`src/verilog/hline_pkg.sv`:
```
// Constants for the horizontal timing block and its index/data port
// Behaviour
// - Index/data ports decode at 3BX or 3DX, chosen by misc output bit 0.
// - A 16-bit write at the index port loads index and selected register together.
// - Index is 8-bit read/write, zero at reset, also selects extension registers.
// - Data port moves 8 bits to or from the register the index selects.
// - Line length is the 9-bit total plus 5; bit 8 in overflow bit 0.
// - Active display is 9-bit display end plus 1; bit 8 in overflow bit 1.
// - Blank asserts when counter equals 9-bit blank start; bit 8 in overflow bit 2.
// - Blank ends when counter low 7 bits match the 7-bit blank end value.
// - Display skew bits 6-5 of index 03H delay display enable 0 to 3 clocks.
// - Sync asserts when counter equals 9-bit sync start; bit 8 in overflow bit 4.
// - Sync ends when counter low 6 bits match the 6-bit sync end value.
// - Sync skew bits 6-5 of the sync end register delay sync 0 to 3 clocks.
// - Sync end register bit 7 holds blank end comparison bit 5.
package hline_pkg;
	// Port addresses, mono and colour ranges
	localparam logic [15:0] MONO_INDEX_ADDR = 16'h03B4;
	localparam logic [15:0] MONO_DATA_ADDR = 16'h03B5;
	localparam logic [15:0] COLOR_INDEX_ADDR = 16'h03D4;
	localparam logic [15:0] COLOR_DATA_ADDR = 16'h03D5;
	// Register indexes
	localparam logic [7:0] IDX_LINE_LENGTH = 8'h00;
	localparam logic [7:0] IDX_ACTIVE_WIDTH = 8'h01;
	localparam logic [7:0] IDX_BLANK_BEGIN = 8'h02;
	localparam logic [7:0] IDX_BLANK_FINISH = 8'h03;
	localparam logic [7:0] IDX_SYNC_BEGIN = 8'h04;
	localparam logic [7:0] IDX_SYNC_END = 8'h05;
	localparam logic [7:0] IDX_OVERFLOW = 8'h5D;
	localparam logic [7:0] INDEX_RESET = 8'h00;
	localparam logic [7:0] TIMING_RESET = 8'h00;
	// Overflow register bit positions
	localparam int OVF_TOTAL_BIT = 0;
	localparam int OVF_DISP_BIT = 1;
	localparam int OVF_BLANK_BEGIN_BIT = 2;
	localparam int OVF_BLANK_END_BIT = 3;
	localparam int OVF_SYNC_BEGIN_BIT = 4;
	localparam int OVF_SYNC_END_BIT = 5;
	// Field positions inside registers
	localparam int SKEW_LSB = 5;
	localparam int BLANK_END_UPPER_BIT = 7;
	// Counter wraps at total plus this, giving total plus five clocks per line
	localparam logic [9:0] WRAP_EXTRA = 10'h004;
	localparam logic [1:0] SKEW_NONE = 2'h0;
endpackage : hline_pkg

```
`src/verilog/skew_if.sv`:
```
// Carrier between the timing core and a skew delay line
interface skew_if;
	logic adv;
	logic din;
	logic [1:0] sel;
	logic dout;
	modport line (input adv, input din, input sel, output dout);
	modport user (output adv, output din, output sel, input dout);
endinterface : skew_if

```
`src/verilog/skew_line.sv`:
```
// Delay line giving zero to three character clocks of skew
module skew_line
	import hline_pkg::*;
(
	input wire logic core_clk,
	input wire logic reset,
	skew_if.line port
);
	logic [2:0] tap;

	// Shift history on each character clock; output picks the tap
	always_ff @(posedge core_clk)
	begin
		if (reset)
		begin
			tap <= 3'h0;
			port.dout <= 1'b0;
		end
		else if (port.adv)
		begin
			tap <= {tap[1:0], port.din};
			if (port.sel == SKEW_NONE)
				port.dout <= port.din;
			else
				port.dout <= tap[port.sel - 2'h1];
		end
	end
endmodule : skew_line

```
`src/verilog/hline_timing.sv`:
```
// Horizontal timing generator with its index/data register port
module hline_timing
	import hline_pkg::*;
(
	input wire logic core_clk,
	input wire logic reset,
	input wire logic char_en,
	input wire logic color_select,
	input wire logic [15:0] io_addr,
	input wire logic io_wr,
	input wire logic io_word,
	input wire logic io_rd,
	input wire logic [15:0] io_wdata,
	output logic [7:0] io_rdata,
	output logic hsync,
	output logic blank,
	output logic display_en
);
	logic [7:0] timing_index_port;
	logic [7:0] line_length_count;
	logic [7:0] active_width_count;
	logic [7:0] blank_begin_pos;
	logic [7:0] blank_finish_and_enable_delay;
	logic [7:0] sync_begin_pos;
	logic [7:0] sync_end_register;
	logic [7:0] horizontal_overflow_register;
	logic [8:0] count;
	logic [8:0] next_count;
	logic [9:0] wrap_at;
	logic [8:0] total_9;
	logic [8:0] disp_end_9;
	logic [8:0] blank_begin_9;
	logic [8:0] sync_begin_9;
	logic [6:0] blank_finish_7;
	logic [5:0] sync_end_6;
	logic sync_state;
	logic next_sync;
	logic index_hit;
	logic data_hit;
	logic [7:0] wr_sel;
	logic [7:0] wr_val;
	logic wr_en;
	logic [7:0] read_val;
	skew_if de_skew ();
	skew_if sync_skew ();

	// Port decode follows the mono/colour select
	always_comb
	begin
		if (color_select)
		begin
			index_hit = (io_addr == COLOR_INDEX_ADDR);
			data_hit = (io_addr == COLOR_DATA_ADDR);
		end
		else
		begin
			index_hit = (io_addr == MONO_INDEX_ADDR);
			data_hit = (io_addr == MONO_DATA_ADDR);
		end
	end

	// Word write at index carries register data in its high byte
	always_comb
	begin
		wr_en = 1'b0;
		wr_sel = timing_index_port;
		wr_val = io_wdata[7:0];
		if (io_wr && index_hit && io_word)
		begin
			wr_en = 1'b1;
			wr_sel = io_wdata[7:0];
			wr_val = io_wdata[15:8];
		end
		else if (io_wr && data_hit)
			wr_en = 1'b1;
	end

	// Index register, cleared by reset
	always_ff @(posedge core_clk)
	begin
		if (reset)
			timing_index_port <= INDEX_RESET;
		else if (io_wr && index_hit)
			timing_index_port <= io_wdata[7:0];
	end

	// Timing registers, cleared by reset; left at zero, blank and sync latch high after the first wrap
	always_ff @(posedge core_clk)
	begin
		if (reset)
		begin
			line_length_count <= TIMING_RESET;
			active_width_count <= TIMING_RESET;
			blank_begin_pos <= TIMING_RESET;
			blank_finish_and_enable_delay <= TIMING_RESET;
			sync_begin_pos <= TIMING_RESET;
			sync_end_register <= TIMING_RESET;
			horizontal_overflow_register <= TIMING_RESET;
		end
		else if (wr_en)
		begin
			if (wr_sel == IDX_LINE_LENGTH)
				line_length_count <= wr_val;
			else if (wr_sel == IDX_ACTIVE_WIDTH)
				active_width_count <= wr_val;
			else if (wr_sel == IDX_BLANK_BEGIN)
				blank_begin_pos <= wr_val;
			else if (wr_sel == IDX_BLANK_FINISH)
				blank_finish_and_enable_delay <= wr_val;
			else if (wr_sel == IDX_SYNC_BEGIN)
				sync_begin_pos <= wr_val;
			else if (wr_sel == IDX_SYNC_END)
				sync_end_register <= wr_val;
			else if (wr_sel == IDX_OVERFLOW)
				horizontal_overflow_register <= wr_val;
		end
	end

	// Read mux; unknown indexes read zero
	always_comb
	begin
		if (index_hit)
			read_val = timing_index_port;
		else if (timing_index_port == IDX_LINE_LENGTH)
			read_val = line_length_count;
		else if (timing_index_port == IDX_ACTIVE_WIDTH)
			read_val = active_width_count;
		else if (timing_index_port == IDX_BLANK_BEGIN)
			read_val = blank_begin_pos;
		else if (timing_index_port == IDX_BLANK_FINISH)
			read_val = blank_finish_and_enable_delay;
		else if (timing_index_port == IDX_SYNC_BEGIN)
			read_val = sync_begin_pos;
		else if (timing_index_port == IDX_SYNC_END)
			read_val = sync_end_register;
		else if (timing_index_port == IDX_OVERFLOW)
			read_val = horizontal_overflow_register;
		else
			read_val = 8'h00;
	end

	// Read data is captured and held until the next read that hits the index or data port
	always_ff @(posedge core_clk)
	begin
		if (reset)
			io_rdata <= 8'h00;
		else if (io_rd && (index_hit || data_hit))
			io_rdata <= read_val;
	end

	// Assemble the wide comparison values from their scattered bits
	assign total_9 = {horizontal_overflow_register[OVF_TOTAL_BIT], line_length_count};
	assign disp_end_9 = {horizontal_overflow_register[OVF_DISP_BIT], active_width_count};
	assign blank_begin_9 = {horizontal_overflow_register[OVF_BLANK_BEGIN_BIT], blank_begin_pos};
	assign sync_begin_9 = {horizontal_overflow_register[OVF_SYNC_BEGIN_BIT], sync_begin_pos};
	assign blank_finish_7 = {horizontal_overflow_register[OVF_BLANK_END_BIT],
		sync_end_register[BLANK_END_UPPER_BIT], blank_finish_and_enable_delay[4:0]};
	assign sync_end_6 = {horizontal_overflow_register[OVF_SYNC_END_BIT],
		sync_end_register[4:0]};
	assign wrap_at = {1'b0, total_9} + WRAP_EXTRA;

	// Character counter; a total near the top still wraps as 9-bit count overflows
	always_comb
	begin
		if ({1'b0, count} >= wrap_at)
			next_count = 9'h000;
		else
			next_count = count + 9'h001;
	end

	always_ff @(posedge core_clk)
	begin
		if (reset)
			count <= 9'h000;
		else if (char_en)
			count <= next_count;
	end

	// Blank set/clear; the start match wins if both hit
	always_ff @(posedge core_clk)
	begin
		if (reset)
			blank <= 1'b0;
		else if (char_en)
		begin
			if (next_count == blank_begin_9)
				blank <= 1'b1;
			else if (next_count[6:0] == blank_finish_7)
				blank <= 1'b0;
		end
	end

	// Sync set/clear, computed ahead so zero skew lines up with the counter
	always_comb
	begin
		next_sync = sync_state;
		if (next_count == sync_begin_9)
			next_sync = 1'b1;
		else if (next_count[5:0] == sync_end_6)
			next_sync = 1'b0;
	end

	always_ff @(posedge core_clk)
	begin
		if (reset)
			sync_state <= 1'b0;
		else if (char_en)
			sync_state <= next_sync;
	end

	// Skew lines for display enable and sync
	assign de_skew.adv = char_en;
	assign de_skew.din = (next_count <= disp_end_9);
	assign de_skew.sel = blank_finish_and_enable_delay[SKEW_LSB +: 2];
	assign sync_skew.adv = char_en;
	assign sync_skew.din = next_sync;
	assign sync_skew.sel = sync_end_register[SKEW_LSB +: 2];

	skew_line de_line (.core_clk(core_clk), .reset(reset), .port(de_skew.line));
	skew_line sync_line (.core_clk(core_clk), .reset(reset), .port(sync_skew.line));

	assign display_en = de_skew.dout;
	assign hsync = sync_skew.dout;
endmodule : hline_timing

```
`config.mk`:
```
export PLATFORM = sky130hd
export DESIGN_NAME = hline_timing
export DESIGN_NICKNAME = d
export VERILOG_FILES = /design/src/verilog/hline_pkg.sv /design/src/verilog/skew_if.sv /design/src/verilog/skew_line.sv /design/src/verilog/hline_timing.sv
export SDC_FILE = /design/constraint.sdc
export NUM_CORES = 1
export LEC_CHECK = 0
export BUFFER_PORTS_ARGS = -buffer_cell sky130_fd_sc_hd__buf_4
export CAP_MARGIN = 20
export CELL_PAD_IN_SITES_DETAIL_PLACEMENT = 2
export CELL_PAD_IN_SITES_GLOBAL_PLACEMENT = 2
export CORE_MARGIN = 2
export CORE_UTILIZATION = 37
export DETAILED_ROUTE_END_ITERATION = 6
export PLACE_DENSITY_LB_ADDON = 0.1
export SYNTH_ARGS = -nofsm -noshare
export SYNTH_HDL_FRONTEND = slang
export SYNTH_SLANG_ARGS = --single-unit
```
`constraint.sdc`:
```
create_clock -name core_clk -period 4.2 [get_ports core_clk]
set_input_delay 1.05 -clock core_clk [delete_from_list [all_inputs] [get_ports core_clk]]
set_output_delay 1.05 -clock core_clk [all_outputs]
set_load 0.01 [all_outputs]
```
==> out/qor.txt <==
status -> finished clean
Clk Latency, worst-skew pair -> 0.36 ns
Net Sw Frac -> 26.2%
Clock power frac -> 43.4%
type of origin of the critical path -> flip-flop
routed wire length -> 20500 um
first-pass GRT wire length -> 32500 um
Die H -> 127 um
clk sinks -> 90
IO Pins -> 50
Syn Area/Cell -> 8.49 um2
DR iter-0 viols -> 155
post-synth cell types -> 64
Setup Fix Bufs, Post-CTS -> 0
post-route ant nets -> 0
EDFF count, synth -> 0
core area -> 15000 um2
CTS tree -> built
relative slew slack -> 27.1%
CTS clk-pin slew, worst paths -> 0.07 ns
Setup crit end kind -> flip-flop
number of synthesized register bits -> 90
final worst-path cycle share -> 91.9%
largest net degree at the start of global routing -> 70
H-tree Lvls -> 3
Post-Layout Cell Count -> 899
number of port buffers -> 49
remaining routing DRC violations -> 0
Psw -> 0.490 mW
Syn-to-layout area delta -> 15.6%
Tot GR Track Use -> 26.5%
final worst slack -> 0.339 ns
Leakage -> 2.42 nW
vias in the first global route -> 5621
VDD IR max -> 0.000245 V
CP required -> 4.45 ns
layout net count -> 767
antenna violations before repair -> 0
gpl congestion -> 0.896
Max-Cap Viols -> 0
RSZ-0062 raised after global routing -> no
final instance area -> 6490 um2
pwr/cell area -> 288 nW/um2
Die W -> 127 um
initial core utilization -> 37.4%
share of cells above drive strength 1 -> 18.3%
crit path DAT -> 4.11 ns
DPL Wire Length -> 16000 um
placed cell areas -> 6190 um2
CTS root buffer -> clkbuf_16
Ys Warns -> 0
Placed Cells -> 883
post-placement setup slack -> 0.251 ns
Hold WC Path Type -> flip-flop to flip-flop
R2R Path Start -> line_length_count[3]
Primary FF master, synth -> dfxtp_1
Worst Tran Pin Value -> 1.09 ns
Cells after Synth -> 662
Fmax achieved -> 0.259 GHz
combinational power share -> 9.9%
DR pass1 iterations -> 6
Setup TNS -> 0 ns
Synth Net Count -> 723
Setup crit start -> line_length_count[3]
Max Transition Viols Final -> 0
Post-Syn Area -> 5620 um2
Crit Path Max Fanout -> 20
Hold Buf Count CTS -> 0
Tmin final -> 3.86 ns
power share of the sequential group -> 46.6%
Setup violations, final -> 0
GRT overflow -> 0
Avg WL per Cell -> 22.8 um
Via Count -> 5233
maximum buffer depth of the clock tree -> 2
part of the Yosys area used for sequential elements -> 32.1%
asr flop ratio synth -> 0%
ant diodes -> 0
Die Area -> 16200 um2
Pint -> 1.38 mW
total chip power -> 1.87 mW
Fin. Hold Viols -> 0
min-delay src -> io_rdata[2]
filler instances -> 1668
Clock Skew -> 0.00992 ns
Critical Setup Path Class -> flip-flop to flip-flop
site row count -> 45
vias per cell -> 5.82
Num CTS Buffers -> 9
kinds of logic (layout without fill, tap and decap cells):
kind of cell	after synthesis	after routing	synth area share [%]
xor gates and xnor gates	37	37	5.77
AOI/OAI and AO/OA	165	165	22.7
adders and majority gates	22	22	4.90
DFF	90	90	32.1
and+or+nand+nor	236	236	20.0
buffers and inverters	63	112	5.19
muxes	49	49	9.38
cell type report:
| class | count | area [um2] | share of cell area (%) |
|---|---|---|---|
| Clock buffer | 11 | 253 | 3.89 |
| Clock inverter | 5 | 43.8 | 0.674 |
| Inverter | 24 | 90.1 | 1.39 |
| Multi-Input combinational cell | 509 | 3530 | 54.4 |
| Sequential cell | 90 | 1800 | 27.7 |
| Tap cell | 188 | 235 | 3.62 |
| Timing Repair Buffer | 72 | 541 | 8.32 |
synth_stat cells (all sizes together), types with 13 or more instances:
master / n / share of area (%)
nor2: 116 / 8.4
dfxtp: 90 / 32
a211oi: 58 / 9.8
nand2: 43 / 2.9
mux2i: 41 / 7.7
a21oi: 28 / 2.5
clkbuf: 23 / 1.5
ha: 22 / 4.9
inv: 22 / 1.5
o21ai: 21 / 1.9
xnor2: 19 / 3.0
xor2: 18 / 2.8
buf: 16 / 2.0
nand3: 13 / 1.2
worst paths after layout:
path	slack, ns	endpoint	cells past startpoint
worst max-delay path	0.34	de_line.port.dout	15
worst min-delay path	0.47	io_rdata[2]	2
worst max register to register	0.34	de_line.port.dout	15
worst min register to register	0.47	io_rdata[2]	2
per-stage QoR:
step	util (%)	hold WS (ns)
3_3_place_gp	41.2	0.443
6_report	43.2	0.465
2_1_floorplan	-	0.460
5_1_grt	43.2	0.484
3_5_place_dp	41.2	0.456
4_1_cts	43.2	0.468
repair_timing:
item | CTS | global route
setup endpoints to repair | 0 | 1
resized for setup | 0 | 2
hold endpoints to repair | 0 | 0
worst max-delay path, stage by stage (launching register included):
cell      delay (ns)
dfxtp_1         0.47
ha_1            0.27
xnor2_1         0.15
ha_1            0.29
a21oi_1         0.17
a21boi_1        0.11
o311a_1         0.40
or2_1           0.26
buf_4           0.21
nor2_1          0.37
ha_1            0.20
nand2_1         0.08
a211o_1         0.24
a21oi_2         0.21
a21oi_1         0.09
or2_1           0.22
cells in the final DEF (no fill, tap or decap), drive strengths merged, types with 4 or more instances in the layout:
| master | netlist | layout |
|---|---|---|
| and3 | 6 | 6 |
| mux2 | 8 | 8 |
| nand2 | 43 | 43 |
| a22o | 7 | 7 |
| nor4 | 6 | 6 |
| nand4 | 9 | 9 |
| clkbuf | 23 | 11 |
| xnor2 | 19 | 19 |
| a31oi | 11 | 11 |
| a211oi | 58 | 58 |
| xor2 | 18 | 18 |
| nor4b | 8 | 8 |
| nand2b | 4 | 4 |
| o21ai | 21 | 21 |
| o2111ai | 5 | 5 |
| dfxtp | 90 | 90 |
| nor2b | 5 | 5 |
| nor2 | 116 | 116 |
| o32ai | 5 | 5 |
| nand3 | 13 | 13 |
| o211ai | 6 | 6 |
| ha | 22 | 22 |
| a21oi | 28 | 28 |
| nor3 | 11 | 11 |
| mux2i | 41 | 41 |
| buf | 16 | 72 |
| inv | 22 | 24 |
flip-flops by register name, summed over array words and instances (netlist names), 3 cells and up:
| register | flops |
|---|---|
| timing_index_port | 8 |
| sync_line.tap | 3 |
| line_length_count | 8 |
| blank_finish_and_enable_delay | 8 |
| io_rdata | 8 |
| count | 9 |
| blank_begin_pos | 8 |
| horizontal_overflow_register | 8 |
| sync_begin_pos | 8 |
| de_line.tap | 3 |
| sync_end_register | 8 |
| active_width_count | 8 |
per-layer routing:
layer / wire length (um) / track usage, % / up-vias
li1: - / - / 2496
met1: 9200 / 35.5 / 2634
met2: 10200 / 45.0 / 81
met3: 852 / 4.27 / 22
met4: 309 / 6.53 / 0
met5: 0 / 0 / -
power groups by stage:
stage          Combinational (mW)  Clock, mW  Sequential, mW
6_report                    0.185      0.812           0.871
3_3_place_gp                0.178          0           0.890
2_1_floorplan               0.101          0           0.886
4_1_cts                     0.185      0.836           0.871
3_5_place_dp                0.185          0           0.891
5_1_grt                     0.204      0.875           0.872
No activity file was read; power rests on OpenSTA's default activity.
